===== src/shared/scdc_pkg.sv =====
`default_nettype none
package scdc_pkg;
   // register byte offsets
   localparam logic [11:0] OFS_STAT = 12'h050;
   localparam logic [11:0] OFS_BASE = 12'h060;
   localparam logic [11:0] OFS_XLAT = 12'h064;
   localparam logic [11:0] OFS_EXT  = 12'h070;
   localparam logic [11:0] OFS_GATE = 12'h104;
   localparam logic [11:0] OFS_DSLP = 12'h144;

   // field positions and widths
   localparam int SRC_W      = 2;
   localparam int CRYSTAL_SELECT_FIELD_W     = 4;
   localparam int DIV_W      = 4;
   localparam int DIV2_W     = DIV_W + 2;
   localparam int DVSR_W     = 7;
   localparam int XLAT_W     = 14;
   localparam int CNT_W      = 16;
   localparam int B_MAIN_OSCILLATOR_DIS = 0;
   localparam int B_IOSC_DIS = 1;
   localparam int B_DS_EN    = 0;
   localparam int B_SRC_LO   = 4;
   localparam int B_CRYSTAL_SELECT_FIELD_LO  = 6;
   localparam int B_BYP      = 11;
   localparam int B_PWRDN    = 13;
   localparam int B_USEDIV   = 22;
   localparam int B_DIV_LO   = 23;
   localparam int B_OVR      = 31;
   localparam int S_RDY      = 0;
   localparam int S_PLLSEL   = 1;
   localparam int S_RSVD     = 2;
   localparam int S_SRC_LO   = 4;
   localparam int S_DVSR_LO  = 8;
   localparam int S_CNT_LO   = 16;

   // reset values and writable masks
   localparam logic [31:0] RST_BASE  = 32'h0780_2AD1;
   localparam logic [31:0] RST_EXT   = 32'h0780_2810;
   localparam logic [31:0] RST_DSLP  = 32'h0000_0000;
   localparam logic [31:0] MASK_BASE = 32'h07C0_2BF3;
   localparam logic [31:0] MASK_EXT  = 32'h9F80_2830;
   localparam logic [31:0] MASK_DSLP = 32'h1F80_0031;

   // divider encodings
   localparam logic [DIV_W-1:0]  DIV_PLL_MIN  = 4'h7;
   localparam logic [DIV_W-1:0]  DIV_PLL_HOLE = 4'h8;
   localparam logic [DIV2_W-1:0] DIV2_PLL_MIN = 6'h09;
   localparam logic [DIV2_W-1:0] DIV_BYP_TWO  = 6'h01;
   localparam logic [DVSR_W-1:0] DVSR_ONE     = 7'h01;
   localparam logic [DVSR_W-1:0] DVSR_TWO     = 7'h02;

   // pll and converter clock figures
   localparam int VCO_MHZ    = 400;
   localparam int PLL_PREDIV = 2;
   localparam int ADC_MHZ    = 16;
   localparam logic [4:0] ADC_DIV = 5'(VCO_MHZ / ADC_MHZ);
   localparam logic [CNT_W-1:0] RELOCK_CNT = 16'h1200;

   localparam logic [2:0] HSIZE_WORD = 3'h2;

   typedef enum logic [SRC_W-1:0] {
      SRC_MAIN,
      SRC_INT,
      SRC_INT_QTR,
      SRC_SLOW
   } scdc_src_t;

   typedef struct packed {
      scdc_src_t         src;
      logic              use_pll;
      logic [DVSR_W-1:0] divisor;
   } scdc_sel_t;
endpackage
`default_nettype wire


===== src/core/scdc_core.sv =====
// The implementer's own choices: the register offsets and the AHB-Lite slave port.
`default_nettype none
// Summary of operation
// - override bit set makes source, bypass, power-down and divider come from the extended register.
// - converter clock is the vco divided down to 16 MHz, whatever the divisor.
// - divider applies to pll output when bypass is 0, else to source.
// - pll mode halves the 400 MHz vco before the divisor.
// - divisor equals the four-bit divider encoding plus one, /1 to /16.
// - divider resets to 0xF; pll reserved codes; bypassed 0x0 and 0x1 divide by two.
// - divider-use clear with pll unused runs the undivided source.
// - extended divider is two bits wider, up to /64.
// - extended divisor is encoding plus one, on halved pll or source.
// - extended pll codes 0x00-0x08 reserved; bypassed 0x00 and 0x01 divide by two.
// - crystal field is translated to pll settings by hardware.
// - registers hold sources, pll choice, enables, divisors and crystal.
// - each peripheral clock has its own software gate.
// - deep sleep lets the deep-sleep register pick source and divider.
// - internal oscillator is the source from reset until software changes it.
// - pll change loads a 0x1200 down counter; pll unused until expiry.
// - relock on a crystal write only when the crystal field really changes value.
module scdc_core #(
   parameter int                           NPERIPH      = 32,
   parameter logic [scdc_pkg::CNT_W-1:0]   RELOCK_COUNT = scdc_pkg::RELOCK_CNT,
   parameter logic [16*scdc_pkg::XLAT_W-1:0] PLL_XLAT   = '0
) (
   // clock and reset
   input  wire logic                           clk,
   input  wire logic                           rst_b,
   // ahb-lite slave
   input  wire logic                           hsel,
   input  wire logic [31:0]                    haddr,
   input  wire logic [1:0]                     htrans,
   input  wire logic                           hwrite,
   input  wire logic [2:0]                     hsize,
   input  wire logic [31:0]                    hwdata,
   input  wire logic                           hready,
   output var  logic                           hreadyout,
   output var  logic [31:0]                    hrdata,
   output var  logic                           hresp,
   // power mode pin
   input  wire logic                           deep_sleep_req,
   // clock tree controls
   output var  scdc_pkg::scdc_sel_t            clk_sel,
   output var  logic                           main_osc_en,
   output var  logic                           int_osc_en,
   output var  logic                           pll_pwr_on,
   output var  logic [scdc_pkg::XLAT_W-1:0]    pll_xlat,
   output var  logic [4:0]                     adc_clk_div,
   output var  logic [NPERIPH-1:0]             periph_clk_en
);
   generate
      if (NPERIPH < 1 || NPERIPH > 32) begin : g_chk_np
         $error("NPERIPH must be 1 to 32");
      end
      if (RELOCK_COUNT == '0) begin : g_chk_rc
         $error("RELOCK_COUNT must be nonzero");
      end
      if (scdc_pkg::DIV2_W != scdc_pkg::DIV_W + 2) begin : g_chk_dw
         $error("extended divider must be two bits wider");
      end
      if (scdc_pkg::VCO_MHZ % scdc_pkg::ADC_MHZ != 0) begin : g_chk_adc
         $error("converter divide must be whole");
      end
   endgenerate

   localparam int DW  = scdc_pkg::DIV_W;
   localparam int D2W = scdc_pkg::DIV2_W;
   localparam int VW  = scdc_pkg::DVSR_W;

   // registers
   logic [31:0]              base_r, base_nxt;
   logic [31:0]              ext_r, ext_nxt;
   logic [31:0]              dslp_r, dslp_nxt;
   logic [NPERIPH-1:0]       gate_r, gate_nxt;
   logic [scdc_pkg::CNT_W-1:0] relock_r, relock_nxt;
   logic                     pwrdn_prev_r;
   logic                     ds_meta_r, ds_sync_r;
   logic                     dph_wr_r;
   logic [11:0]              dph_addr_r;

   // bus decode
   wire        addr_phase = hsel & htrans[1] & hready;
   // only whole-word transfers are taken
   wire        word_ok    = (hsize == scdc_pkg::HSIZE_WORD);
   wire        wr_base    = dph_wr_r & (dph_addr_r == scdc_pkg::OFS_BASE);
   wire        wr_ext     = dph_wr_r & (dph_addr_r == scdc_pkg::OFS_EXT);
   wire        wr_dslp    = dph_wr_r & (dph_addr_r == scdc_pkg::OFS_DSLP);
   wire        wr_gate    = dph_wr_r & (dph_addr_r == scdc_pkg::OFS_GATE);

   assign base_nxt = wr_base ? (hwdata & scdc_pkg::MASK_BASE) : base_r;
   assign ext_nxt  = wr_ext  ? (hwdata & scdc_pkg::MASK_EXT)  : ext_r;
   assign dslp_nxt = wr_dslp ? (hwdata & scdc_pkg::MASK_DSLP) : dslp_r;
   assign gate_nxt = wr_gate ? hwdata[NPERIPH-1:0] : gate_r;

   // field selection
   localparam int CRYSTAL_SELECT_FIELD_FW = scdc_pkg::CRYSTAL_SELECT_FIELD_W;
   wire                ovr      = ext_r[scdc_pkg::B_OVR];
   wire                ds_en    = dslp_r[scdc_pkg::B_DS_EN];
   wire                ds_act   = ds_sync_r & ds_en;
   wire [CRYSTAL_SELECT_FIELD_FW-1:0]  crystal_select_field_cur = base_r[scdc_pkg::B_CRYSTAL_SELECT_FIELD_LO +: CRYSTAL_SELECT_FIELD_FW];
   wire [CRYSTAL_SELECT_FIELD_FW-1:0]  crystal_select_field_new = hwdata[scdc_pkg::B_CRYSTAL_SELECT_FIELD_LO +: CRYSTAL_SELECT_FIELD_FW];
   wire                byp_b    = base_r[scdc_pkg::B_BYP];
   wire                byp_e    = ext_r[scdc_pkg::B_BYP];
   wire                pdn_b    = base_r[scdc_pkg::B_PWRDN];
   wire                pdn_e    = ext_r[scdc_pkg::B_PWRDN];
   wire [1:0]          src_b    = base_r[scdc_pkg::B_SRC_LO +: 2];
   wire [1:0]          src_e    = ext_r[scdc_pkg::B_SRC_LO +: 2];
   wire [1:0]          src_d    = dslp_r[scdc_pkg::B_SRC_LO +: 2];
   wire [D2W-1:0]      div_b    = {2'b00, base_r[scdc_pkg::B_DIV_LO +: DW]};
   wire [D2W-1:0]      div_e    = ext_r[scdc_pkg::B_DIV_LO +: D2W];
   wire [D2W-1:0]      div_d    = dslp_r[scdc_pkg::B_DIV_LO +: D2W];

   wire [1:0]     src_run   = ovr ? src_e : src_b;
   wire           byp_run   = ovr ? byp_e : byp_b;
   wire           pwrdn_run = ovr ? pdn_e : pdn_b;
   wire [D2W-1:0] div_run   = ovr ? div_e : div_b;
   wire           wide      = ovr | ds_act;

   // deep sleep powers the pll down and runs divided from the source
   wire [1:0]     src_eff   = ds_act ? src_d : src_run;
   wire           byp_eff   = ds_act | byp_run;
   wire           pwrdn_eff = ds_act | pwrdn_run;
   wire [D2W-1:0] div_eff   = ds_act ? div_d : div_run;
   wire           usediv    = ds_act | base_r[scdc_pkg::B_USEDIV];

   // divisor arithmetic
   wire [VW-1:0]  div_plus1 = {1'b0, div_eff} + scdc_pkg::DVSR_ONE;
   wire           rsvd_b    = (div_eff[DW-1:0] < scdc_pkg::DIV_PLL_MIN)
                              | (div_eff[DW-1:0] == scdc_pkg::DIV_PLL_HOLE);
   wire           rsvd_e    = div_eff < scdc_pkg::DIV2_PLL_MIN;
   wire           pll_rsvd  = wide ? rsvd_e : rsvd_b;
   wire [VW-1:0]  pll_floor = {1'b0, scdc_pkg::DIV2_PLL_MIN} + scdc_pkg::DVSR_ONE;
   wire [VW-1:0]  pll_low_b = {3'b000, scdc_pkg::DIV_PLL_MIN} + scdc_pkg::DVSR_ONE;
   wire [VW-1:0]  pll_fix   = (!wide && div_eff[DW-1:0] < scdc_pkg::DIV_PLL_MIN)
                              ? pll_low_b : pll_floor;
   // reserved pll codes fall back to the nearest legal slower divisor
   wire [VW-1:0]  pll_dvsr  = pll_rsvd ? pll_fix : div_plus1;
   // bypassed, codes 0 and 1 both give two
   wire [VW-1:0]  byp_dvsr  = !usediv ? scdc_pkg::DVSR_ONE
                              : (div_eff <= scdc_pkg::DIV_BYP_TWO) ? scdc_pkg::DVSR_TWO
                              : div_plus1;

   // pll relock
   // a same-value crystal write leaves the pll locked
   wire           crystal_select_field_chg  = wr_base & (crystal_select_field_new != crystal_select_field_cur);
   wire           pll_up    = pwrdn_prev_r & ~pwrdn_eff;
   wire           relock_go = crystal_select_field_chg | pll_up;
   assign relock_nxt = relock_go ? RELOCK_COUNT
                     : (relock_r != '0) ? relock_r - 1'b1 : relock_r;
   wire           pll_ready = (relock_r == '0) & ~pwrdn_eff & ~relock_go;
   // wait on the selected oscillator until the pll is stable
   wire           use_pll   = ~byp_eff & pll_ready;
   wire [VW-1:0]  dvsr_eff  = use_pll ? pll_dvsr : byp_dvsr;

   wire [scdc_pkg::XLAT_W-1:0] xlat_val =
      PLL_XLAT[crystal_select_field_cur*scdc_pkg::XLAT_W +: scdc_pkg::XLAT_W];

   scdc_pkg::scdc_sel_t sel_nxt;
   assign sel_nxt.src     = scdc_pkg::scdc_src_t'(src_eff);
   assign sel_nxt.use_pll = use_pll;
   assign sel_nxt.divisor = dvsr_eff;

   // deep sleep swaps the main oscillator for the internal one
   wire main_oscillator_dis    = base_r[scdc_pkg::B_MAIN_OSCILLATOR_DIS];
   wire iosc_dis    = base_r[scdc_pkg::B_IOSC_DIS];
   wire main_en_nxt = ~main_oscillator_dis & ~ds_act;
   wire int_en_nxt  = ~iosc_dis | ds_act;

   // status word
   wire [31:0] stat_word;
   assign stat_word[scdc_pkg::S_RDY]                = pll_ready;
   assign stat_word[scdc_pkg::S_PLLSEL]             = use_pll;
   assign stat_word[scdc_pkg::S_RSVD]               = pll_rsvd & ~byp_eff;
   // unused status bits read zero
   assign stat_word[3]                              = 1'b0;
   assign stat_word[scdc_pkg::S_SRC_LO +: 2]        = src_eff;
   assign stat_word[7:6]                            = 2'b00;
   assign stat_word[scdc_pkg::S_DVSR_LO +: VW]      = dvsr_eff;
   assign stat_word[15]                             = 1'b0;
   assign stat_word[scdc_pkg::S_CNT_LO +: 16]       = relock_r;

   // read address decode
   wire [11:0] raddr     = haddr[11:0];
   wire        hit_base  = (raddr == scdc_pkg::OFS_BASE);
   wire        hit_ext   = (raddr == scdc_pkg::OFS_EXT);
   wire        hit_dslp  = (raddr == scdc_pkg::OFS_DSLP);
   wire        hit_gate  = (raddr == scdc_pkg::OFS_GATE);
   wire        hit_xlat  = (raddr == scdc_pkg::OFS_XLAT);
   wire        hit_stat  = (raddr == scdc_pkg::OFS_STAT);
   wire [31:0] gate_word = 32'(gate_nxt);
   wire [31:0] xlat_word = 32'(xlat_val);
   // read mux sees pending data-phase writes
   wire [31:0] rd_mux =
      hit_base ? base_nxt  :
      hit_ext  ? ext_nxt   :
      hit_dslp ? dslp_nxt  :
      hit_gate ? gate_word :
      hit_xlat ? xlat_word :
      hit_stat ? stat_word : 32'h0000_0000;
   wire rd_take = addr_phase & ~hwrite & word_ok;

   always_ff @(posedge clk or negedge rst_b) begin
      if (!rst_b) begin
         base_r <= scdc_pkg::RST_BASE;
         ext_r  <= scdc_pkg::RST_EXT;
         dslp_r <= scdc_pkg::RST_DSLP;
         gate_r <= '0;
      end else begin
         base_r <= base_nxt;
         ext_r  <= ext_nxt;
         dslp_r <= dslp_nxt;
         gate_r <= gate_nxt;
      end
   end

   // counter starts idle, the pll counts as powered down out of reset
   always_ff @(posedge clk or negedge rst_b) begin
      if (!rst_b) begin
         relock_r     <= '0;
         pwrdn_prev_r <= 1'b1;
      end else begin
         relock_r     <= relock_nxt;
         pwrdn_prev_r <= pwrdn_eff;
      end
   end

   // two-stage synchroniser for the asynchronous sleep request
   always_ff @(posedge clk or negedge rst_b) begin
      if (!rst_b) begin
         ds_meta_r <= 1'b0;
         ds_sync_r <= 1'b0;
      end else begin
         ds_meta_r <= deep_sleep_req;
         ds_sync_r <= ds_meta_r;
      end
   end

   // write data arrives one cycle after its address
   always_ff @(posedge clk or negedge rst_b) begin
      if (!rst_b) begin
         dph_wr_r   <= 1'b0;
         dph_addr_r <= '0;
      end else if (hready) begin
         dph_wr_r   <= addr_phase & hwrite & word_ok;
         dph_addr_r <= haddr[11:0];
      end
   end

   // read data stands until the next read is taken
   always_ff @(posedge clk or negedge rst_b) begin
      if (!rst_b) begin
         hrdata <= '0;
      end else if (rd_take) begin
         hrdata <= rd_mux;
      end
   end

   // zero wait states, always okay
   always_ff @(posedge clk or negedge rst_b) begin
      if (!rst_b) begin
         hreadyout <= 1'b1;
         hresp     <= 1'b0;
      end else begin
         hreadyout <= 1'b1;
         hresp     <= 1'b0;
      end
   end

   // registered clock selection, internal oscillator from reset
   always_ff @(posedge clk or negedge rst_b) begin
      if (!rst_b) begin
         clk_sel.src     <= scdc_pkg::SRC_INT;
         clk_sel.use_pll <= 1'b0;
         clk_sel.divisor <= scdc_pkg::DVSR_ONE;
      end else begin
         clk_sel <= sel_nxt;
      end
   end

   always_ff @(posedge clk or negedge rst_b) begin
      if (!rst_b) begin
         main_osc_en <= 1'b0;
         int_osc_en  <= 1'b1;
         pll_pwr_on  <= 1'b0;
         pll_xlat    <= '0;
      end else begin
         main_osc_en <= main_en_nxt;
         int_osc_en  <= int_en_nxt;
         pll_pwr_on  <= ~pwrdn_eff;
         pll_xlat    <= xlat_val;
      end
   end

   // converter divide is fixed, independent of the system divisor
   always_ff @(posedge clk or negedge rst_b) begin
      if (!rst_b) begin
         adc_clk_div   <= scdc_pkg::ADC_DIV;
         periph_clk_en <= '0;
      end else begin
         adc_clk_div   <= scdc_pkg::ADC_DIV;
         periph_clk_en <= gate_r;
      end
   end
endmodule
`default_nettype wire


===== config.mk =====
export PLATFORM = sky130hd
export DESIGN_NAME = scdc_core
export DESIGN_NICKNAME = d
export VERILOG_FILES = /design/src/shared/scdc_pkg.sv /design/src/core/scdc_core.sv
export SDC_FILE = /design/constraint.sdc
export NUM_CORES = 1
export LEC_CHECK = 0
export BUFFER_PORTS_ARGS = -buffer_cell sky130_fd_sc_hd__buf_4
export CORE_AREA = 2 2 187 189
export DETAILED_ROUTE_END_ITERATION = 10
export DIE_AREA = 0 0 189 191
export SLEW_MARGIN = 5
export SYNTH_ARGS = -nofsm -noshare
export SYNTH_HDL_FRONTEND = slang
export SYNTH_SLANG_ARGS = --single-unit

===== constraint.sdc =====
create_clock -name clk -period 6.3 [get_ports clk]
set_input_delay 0.63 -clock clk [delete_from_list [all_inputs] [get_ports clk]]
set_output_delay 0.63 -clock clk [all_outputs]
set_load 0.01 [all_outputs]

==> results of run 1 <==
[path summary, 6_finish.rpt]
path                                endpoint  slack, ns  cells past startpoint
hold reg to reg                    ds_sync_r       0.35                      0
setup / recovery                  hrdata[10]       2.75                      9
setup reg to reg                  hrdata[10]       2.75                      9
max in group asynchronous          dslp_r[2]       4.74                      2
min in group clk                   ds_meta_r       0.23                      1
hold / removal             periph_clk_en[24]       0.13                      1
[final cells by class]
cell class	count	area (sq um)
tap	455	569.3
sequential	237	5958
clock buffer	41	808.3
multi-input combinational	605	4149
antenna	1	2.502
clock inverter	7	91.34
inverter	16	60.06
timing repair buffer	146	1104
fill	3288	21380
[registers in the layout, summed over array words and instances (netlist names), 10 cells and up]
| register | flops |
|---|---|
| periph_clk_en | 32 |
| gate_r | 32 |
| clk_sel | 10 |
| relock_r | 16 |
| dph_addr_r | 12 |
| base_r | 32 |
| ext_r | 32 |
| hrdata | 32 |
| dslp_r | 32 |
[metrics by stage]
step / worst slack (ns) / cell area, sq um
after floorplan: 3.461 / 10510
after global placement: 2.762 / 11840
after detailed placement: 2.767 / 11840
after CTS: 2.755 / 12740
after global routing: 2.407 / 12740
final: 2.751 / 12740
[logic make-up (layout without fill, tap and decap cells)]
kind of cell             Yosys count  in the layout  share of synthesized area, %
flip-flops                       237            237                         57.09
XOR/XNOR                          20             20                         1.678
other                              2             22                       0.07196
AND/OR/NAND/NOR                  301            301                         15.33
multiplexers                     102            102                         10.69
AO/OA/AOI/OAI                    155            155                         10.47
buffers and inverters             84            210                         3.944
adder cells (fa/ha/maj)            6              6                        0.7193
[placed cells by master (no fill, tap or decap), types with 14 or more instances in the layout]
cell	Yosys	routed
and2_1	66	66
buf_4	22	145
conb_1	2	21
clkbuf_16	0	27
dfrtp_1	215	215
o21ai_0	39	39
nand3_1	16	16
nor2_1	51	51
mux2_2	72	72
nand2_1	83	83
xnor2_1	14	14
mux2i_1	29	29
dfstp_2	22	22
inv_1	15	15
a21oi_1	19	19
[metal layers]
layer  global-route usage (%)  up-vias  part of all wire [%]
li1                         -     3435                     -
met1                    20.73     3617                    43
met2                    26.68      183                    48
met3                    3.249       44                   6.6
met4                    4.357        0                   2.2
met5                        0        -                     0
[power groups by stage]
stage               clock [uW]  combinational, uW  sequential, uW
finish                    1580                351            1660
global route              1680                394            1670
detailed placement           0                355            1690
CTS                       1620                356            1660
floorplan                    0                209            1680
global placement             0                350            1690
==> results_dict.tcl, run 1 <==
set metrics [dict create \
    status "finished, final reports clean" \
    drc 0 \
    drive_above_1_share_pct 28.61 \
    period_needed_ns 3.549 \
    cts_root_buf "clkbuf_16" \
    p_leak_uw 0.005904 \
    wirelength_um 28630 \
    crit_path_top_delay_cell "nor4_1" \
    synth-edff-count 0 \
    io_buffers 130 \
    fin_nets 1113 \
    startpoint "dslp_r[0]" \
    power_uw 3590 \
    io_pins 173 \
    dp.cells 1459 \
    layout.cells.non_filler 1508 \
    numCtsBuffers 26 \
    drtIter0Drc 436 \
    firstDrtPassIters 5 \
    grt_pass1_wl_um 44450 \
    path_clk_slew_ns 0.07 \
    relSlewSlack_pct 26.72 \
    cp-start-kind "flop" \
    die-area_sq_um 36100 \
    critPathKind "reg2reg" \
    cts.htree.levels 1 \
    synth.distinct_cells 70 \
    critical_path.cell_chain "and2_1 -> o21ai_1 -> inv_1 -> ha_1 -> o22ai_1 -> nor4_1 -> nor3_1 -> o211ai_1 -> a221oi_1" \
    swShare_pct 24.74 \
    max-cap-violations 0 \
    cts_tree "done" \
    synthMostInstantiatedCell "dfrtp_1" \
    std_cell_rows 68 \
    cts_buffer_depth 3 \
    grt.total_usage_pct 15.85 \
    grt_pass1_vias 7504 \
    postCtsSetupRepairBufs 0 \
    synth_seq_cells 237 \
    vias 7279 \
    overflow 0 \
    place_congestion 0.8624 \
    power_frac_clock_pct 43.9 \
    worstSetupEndpointType "flop" \
    period_share_pct 56.33 \
    p_comb_share_pct 9.8 \
    arrival_ns 3.93 \
    rsz0062_at_grt "no" \
    synthFlopType "dfrtp_1" \
    cts_hold_buf 0 \
    powerDensity_nw_per_um2 281.8 \
    power.internal_uw 2702 \
    routed_via_density 4.827 \
    antenna_left 0 \
    synthTopCellsByArea "dfrtp_1 52%, mux2_2 7.8%, dfstp_2 5.5%, and2_1 4.0%, nand2_1 3.0%" \
    die_w_um 189 \
    required_ns 6.68 \
    worstMarginPinSlew_ns 1.095 \
    syn-instance-count 907 \
    ys_warn_count 0 \
    synth_top_area_share_pct 51.55 \
    ctsResizeCount 0 \
    finalClockSkew_ns 0.01193 \
    synthTopCellsByCount "215 x dfrtp_1, 83 x nand2_1, 72 x mux2_2, 66 x and2_1, 51 x nor2_1" \
    grt_antenna_before_repair 1 \
    die_y_um 191 \
    crit_buf_inv 1 \
    hp-class "in2async" \
    power.switching_uw 888.2 \
    synthArstFlopShare_pct 100.0 \
    setup_viol 0 \
    clock-sinks 237 \
    yosysTopAreaCell "dfrtp_1" \
    initial_utilization_pct 30.59 \
    postSynthAreaPerCell_sq_um 11.51 \
    cpPeakStageDelay_ns 0.64 \
    r2r-start "dslp_r[0]" \
    holdWs_ns 0.1305 \
    fin_setup_tns_ns 0 \
    final_util_pct 37.35 \
    final_hold_viol_count 0 \
    netlist_area_sq_um 10440 \
    grt_max_degree 99 \
    wl_per_cell_um 18.98 \
    clock_latency_ns 0.53 \
    ir_drop_uv 150.1 \
    drv_slew 0 \
    ys_seq_area_share_pct 57.09 \
    dp_hpwl_um 19470 \
    crit_fanout 19 \
    area.growth.synth_to_final_pct 22.10 \
    core_sq_um 34120 \
    fmax_mhz 281.8 \
    crit_family "simple AND/OR/NAND/NOR gates" \
    p_seq_share_pct 46.3 \
]
(Power assumes the default switching activity.)
==> run 2: changes to the inputs <==
- ABC_AREA: not set -> 1
- CORE_AREA: 2 2 187 189 -> 2 2 191 193
- DIE_AREA: 0 0 189 191 -> 0 0 193 195
- clock period: 6.3 -> 3.3 ns (I/O delays scaled with it)
==> run 2 against run 1 <==
  * Cell count grew 27%
  * Clock skew grew 0.013 ns
  * First-iteration DRC count grew 38%
  * Wire length grew 9.0%
  * Critical endpoint is now hrdata[5]
  * Largest power group is now the clock network
==> results_dict.tcl, run 2 <==
set metrics [dict create \
    ys_warn_count 0 \
    synthTopCellsByArea "dfrtp_1 49%, nand2_1 13%, inv_1 6.1%, dfstp_2 5.3%, nor2_1 4.1%" \
    io_buffers 130 \
    finalClockSkew_ns 0.02460 \
    critPathKind "reg2reg" \
    clock_latency_ns 0.55 \
    numCtsBuffers 27 \
    synth_seq_cells 237 \
    layout_common_cells "368 x nand2_1, 215 x dfrtp_1, 178 x inv_1" \
    drc 0 \
    synth.distinct_cells 43 \
    cts.htree.levels 1 \
    crit_family "simple AND/OR/NAND/NOR gates" \
    antenna_left 0 \
    hp-class "in2reg" \
    crit_buf_inv 2 \
    fmax_mhz 399.3 \
    postSynthAreaPerCell_sq_um 8.460 \
    synthFlopType "dfrtp_1" \
    drive_above_1_share_pct 20.21 \
    crit_fanout 24 \
    ctsResizeCount 0 \
    firstDrtPassIters 5 \
    period_needed_ns 2.504 \
    wl_per_cell_um 16.32 \
    crit_path_top_delay_cell "inv_2" \
    drtIter0Drc 601 \
    cts_tree "done" \
    synthArstFlopShare_pct 100.0 \
    fin_nets 1510 \
    initial_utilization_pct 30.93 \
    vias 8739 \
    die_w_um 193 \
    die-area_sq_um 37640 \
    syn-instance-count 1294 \
    powerDensity_nw_per_um2 502.9 \
    postCtsSetupRepairBufs 0 \
    dp.cells 1856 \
    die_y_um 195 \
    wirelength_um 31200 \
    grt_max_degree 72 \
    period_share_pct 75.89 \
    worstMarginPinSlew_ns 0.7191 \
    path_clk_slew_ns 0.06 \
    cts_root_buf "clkbuf_16" \
    critical_path.cell_chain "inv_1 -> nand4_1 -> nor2_1 -> nand2_2 -> inv_2 -> nor2_1 -> a21oi_1 -> nand2_1 -> nand3_1 -> nand3_1 -> nand3_1 -> nand2_1" \
    holdWs_ns 0.01311 \
    required_ns 3.73 \
    netlist_area_sq_um 10950 \
    grt_pass1_vias 8750 \
    io_pins 173 \
    synth_top_area_share_pct 49.15 \
    cpPeakStageDelay_ns 0.57 \
    final_hold_viol_count 0 \
    path_common_cell "nand3_1" \
    final_common_cell "nand2_1" \
    grt.total_usage_pct 16.82 \
    synth-edff-count 0 \
    cts_buffer_depth 3 \
    yosysTopAreaCell "dfrtp_1" \
    place_congestion 0.8410 \
    setup_viol 0 \
    routed_via_density 4.571 \
    grt_antenna_before_repair 1 \
    std_cell_rows 69 \
    ys_seq_area_share_pct 54.43 \
    rsz0062_at_grt "no" \
    synthTopCellsByCount "369 x nand2_1, 215 x dfrtp_1, 178 x inv_1, 120 x nor2_1, 64 x o21ai_0" \
    ir_drop_uv 341.7 \
    drv_slew 0 \
    area.growth.synth_to_final_pct 21.47 \
    synthMostInstantiatedCell "nand2_1" \
    status "finished, final reports clean" \
    layout.cells.non_filler 1912 \
    relSlewSlack_pct 51.69 \
    grt_pass1_wl_um 49200 \
    worstSetupEndpointType "flop" \
    clock-sinks 237 \
    fin_setup_tns_ns 0 \
    arrival_ns 2.94 \
    cts_hold_buf 5 \
    max-cap-violations 0 \
    p_leak_uw 0.006740 \
    core_sq_um 35400 \
    cp-start-kind "flop" \
    overflow 0 \
    dp_hpwl_um 21880 \
]
run 2: per-layer routing:
layer | up-vias | routed length [um] | share of wire [%] | GRT usage [%]
li1 | 4258 | - | - | -
met5 | - | 0 | 0 | 0
met2 | 212 | 15030 | 48 | 28.24
met4 | 0 | 641 | 2.1 | 4.265
met3 | 52 | 1515 | 4.9 | 2.283
met1 | 4217 | 14010 | 45 | 22.85
run 2: kinds of logic (layout without fill, tap and decap cells):
kind of cell / after synthesis / in the layout / synth area share (%)
AO/OA/AOI/OAI: 162 / 162 / 8.538
XOR/XNOR: 2 / 2 / 0.1600
adder cells (fa/ha/maj): 6 / 6 / 0.6858
buffers and inverters: 258 / 395 / 10.56
flip-flops: 237 / 237 / 54.43
other: 2 / 22 / 0.06860
AND/OR/NAND/NOR: 627 / 627 / 25.56
run 2: metrics by stage:
stage | worst slack [ns] | area [sq um] | utilization [%] | total power [uW]
floorplan | 1.312 | 11020 | - | 3373
global placement | 0.8681 | 12320 | 34.81 | 3610
detailed placement | 0.8257 | 12320 | 34.81 | 3622
CTS | 0.8097 | 13290 | 37.56 | 6775
global route | 0.6025 | 13300 | 37.56 | 6968
finish | 0.7956 | 13300 | 37.56 | 6687
run 2: cell type report:
cell class,instances,area [sq um]
Antenna cell,1,2.502
Clock inverter,10,158.9
Sequential cell,237,5958
Clock buffer,40,764.5
Multi-Input combinational cell,818,3911
Tap cell,461,576.8
Timing Repair Buffer,151,1191
Inverter,194,733.2
Fill cell,3668,22100
run 2: worst register-to-register path, cell delays in order, from the launching register on:
cell and delay [ns]:
dfrtp_1 0.36, inv_1 0.09, nand4_1 0.10, nor2_1 0.23
nand2_2 0.37, inv_2 0.57, nor2_1 0.09, a21oi_1 0.17
nand2_1 0.07, nand3_1 0.09, nand3_1 0.07, nand3_1 0.12
nand2_1 0.06
run 2: power by group:
| group | switching (uW) | total, uW | internal, uW |
|---|---|---|---|
| combinational | 307 | 492 | 184 |
| clock | 1210 | 3120 | 1910 |
| sequential | 69.9 | 3070 | 3000 |
run 2: worst paths after layout:
kind | from | endpoint | slack, ns | cells past startpoint
max | dph_addr_r[1] | hrdata[5] | 0.80 | 12
min | haddr[11] | dph_addr_r[11] | 0.01 | 3
max reg2reg | dph_addr_r[1] | hrdata[5] | 0.80 | 12
min reg2reg | ds_meta_r | ds_sync_r | 0.37 | 0
max in group asynchronous | rst_b | base_r[6] | 2.07 | 3
min in group asynchronous | rst_b | periph_clk_en[28] | 0.32 | 2
==> run 3: changes to the inputs <==
- ABC_AREA: 1 -> 0
- CORE_AREA: 2 2 191 193 -> 2 2 187 189
- DIE_AREA: 0 0 193 195 -> 0 0 189 191
- clock period: 3.3 -> 2.6 ns (I/O delays scaled with it)
==> run 3 against run 2 <==
  * The run now ends with negative setup slack left
  * Via count shrank 7.4%
  * Register-to-register slack lost 0.87 ns
  * Combinational power grew 130%
  * Clock-buffer cell count grew 1
  * Cell count shrank 13%
==> results_dict.tcl, run 3 (same netlist as run 1, synthesis figures left out) <==
set metrics [dict create \
    r2r.worst_path.cells 6 \
    cp.depth 6 \
    p_leak_uw 0.006693 \
    area.growth.synth_to_final_pct 38.45 \
    die_y_um 191 \
    setup_viol 16 \
    num-fill-cells 3229 \
    die_w_um 189 \
    dp_hpwl_um 22300 \
    finalClockSkew_ns 0.02143 \
    final_hold_viol_count 0 \
    io_pins 173 \
    grt_max_degree 88 \
    power.switching_uw 2242 \
    ir_drop_uv 326.0 \
    max-cap-violations 0 \
    clock-sinks 237 \
    whs_path_depth 2 \
    std_cell_rows 68 \
    drtIter0Drc 483 \
    multi_input_area_sq_um 4508 \
    fin_nets 1263 \
    hp-class "in2reg" \
    vias 8089 \
    cts_buffer_depth 3 \
    grt_antenna_before_repair 1 \
    initial_utilization_pct 30.59 \
    arrival_ns 3.08 \
    cts.htree.levels 1 \
    crit_buf_inv 0 \
    path_common_cell "mux2_4" \
    antenna_left 0 \
    fin_setup_tns_ns -0.5866 \
    worstSetupEndpointType "flop" \
    grt_pass1_vias 8177 \
    crit_family "simple AND/OR/NAND/NOR gates" \
    place_congestion 0.8504 \
    core_sq_um 34120 \
    io_buffers 130 \
    pre_cts_slack_ns -0.1992 \
    critical_path.cell_chain "or4b_4 -> or4_4 -> mux2_4 -> mux2_4 -> a211oi_2 -> o21ai_1" \
    power.internal_uw 6413 \
    cts_tree "done" \
    rsz0062_at_grt "yes" \
    overflow 0 \
    timing.final.ws_setup_ns -0.07282 \
    routed_via_density 4.885 \
    path_clk_slew_ns 0.06 \
    power_frac_clock_pct 40.6 \
    drive_above_1_share_pct 38.05 \
    layout_common_cells "226 x buf_4, 215 x dfrtp_1, 80 x nand2_1" \
    crit_fanout 8 \
    powerDensity_nw_per_um2 599.0 \
    grt_pass1_wl_um 47980 \
    numCtsBuffers 26 \
    die-area_sq_um 36100 \
    cts_root_buf "clkbuf_16" \
    final_common_cell "buf_4" \
    swShare_pct 25.90 \
    p_seq_share_pct 46.5 \
    worstMarginPinSlew_ns 0.6904 \
    crit_path_top_delay_cell "or4_4" \
    p_comb_share_pct 13.0 \
    clock_latency_ns 0.55 \
    cpPeakStageDelay_ns 0.67 \
    diodes 0 \
    period_needed_ns 2.673 \
    critPathKind "reg2reg" \
    wirelength_um 31970 \
    violations "negative setup slack" \
    relSlewSlack_pct 53.97 \
    drv_slew 0 \
    wl_per_cell_um 19.30 \
    drc 0 \
    seqCellArea_sq_um 5958 \
    status "complete, but fails checks" \
    cp-start-kind "flop" \
    period_share_pct 102.8 \
    firstDrtPassIters 5 \
    fmax_mhz 374.1 \
    grt.total_usage_pct 17.16 \
    required_ns 3.01 \
]
[run 3: path summary, 6_finish.rpt]
check,from,to,slack [ns]
worst max-delay path,dph_addr_r[9],hrdata[4],-0.07
worst min-delay path,hwdata[24],gate_r[24],0.01
worst max register to register,dph_addr_r[9],hrdata[4],-0.07
worst min register to register,ds_meta_r,ds_sync_r,0.36
max in group asynchronous,rst_b,clk_sel[8],1.47
min in group asynchronous,rst_b,ext_r[28],0.34
[run 3: area by class of cell]
type	count	share of cell area (%)
Tap cell	455	3.940
Timing Repair Buffer	296	17.57
Clock buffer	41	5.308
Inverter	16	0.4157
Clock inverter	6	0.3291
Sequential cell	237	41.24
Multi-Input combinational cell	605	31.20
[run 3: stage by stage]
step / area [sq um] / total power [uW] / cells / hold slack (ns) / util (%)
floorplan: 10520 / 4575 / 926 / -0.03559 / -
global placement: 12560 / 5089 / 1544 / 0.3263 / 36.80
detailed placement: 12560 / 5109 / 1544 / 0.3284 / 36.80
CTS: 13920 / 8704 / 1639 / 0.002111 / 40.80
global route: 14450 / 9037 / 1656 / 0.001008 / 42.35
finish: 14450 / 8654 / 1656 / 0.01129 / 42.35
[run 3: per-layer routing]
layer  global-route usage, %  share of wire (%)  vias to the layer above
li1                        -                  -                     3725
met1                   22.55                 44                     4102
met2                   28.95                 48                      215
met3                   3.084                5.4                       45
met4                   4.958                2.6                        2
met5                       0              0.041                        -
[run 3: power by group through the flow]
stage          clock network (uW)  registers, uW  logic (uW)
2_1_floorplan                   0           4070         508
3_3_place_gp                    0           4080        1010
3_5_place_dp                    0           4080        1030
4_1_cts                      3600           4010        1090
5_1_grt                      3770           4040        1230
6_report                     3510           4020        1120
[run 3: repair_timing]
action                                  4_1_cts  5_1_grt
pin swaps                                     6       42
gates cloned                                  0        3
resized for setup                            22       90
buffers inserted                              7       17
hold buffers                                 41        0
hold endpoints to repair                    123        0
endpoints found under the setup margin       22       30
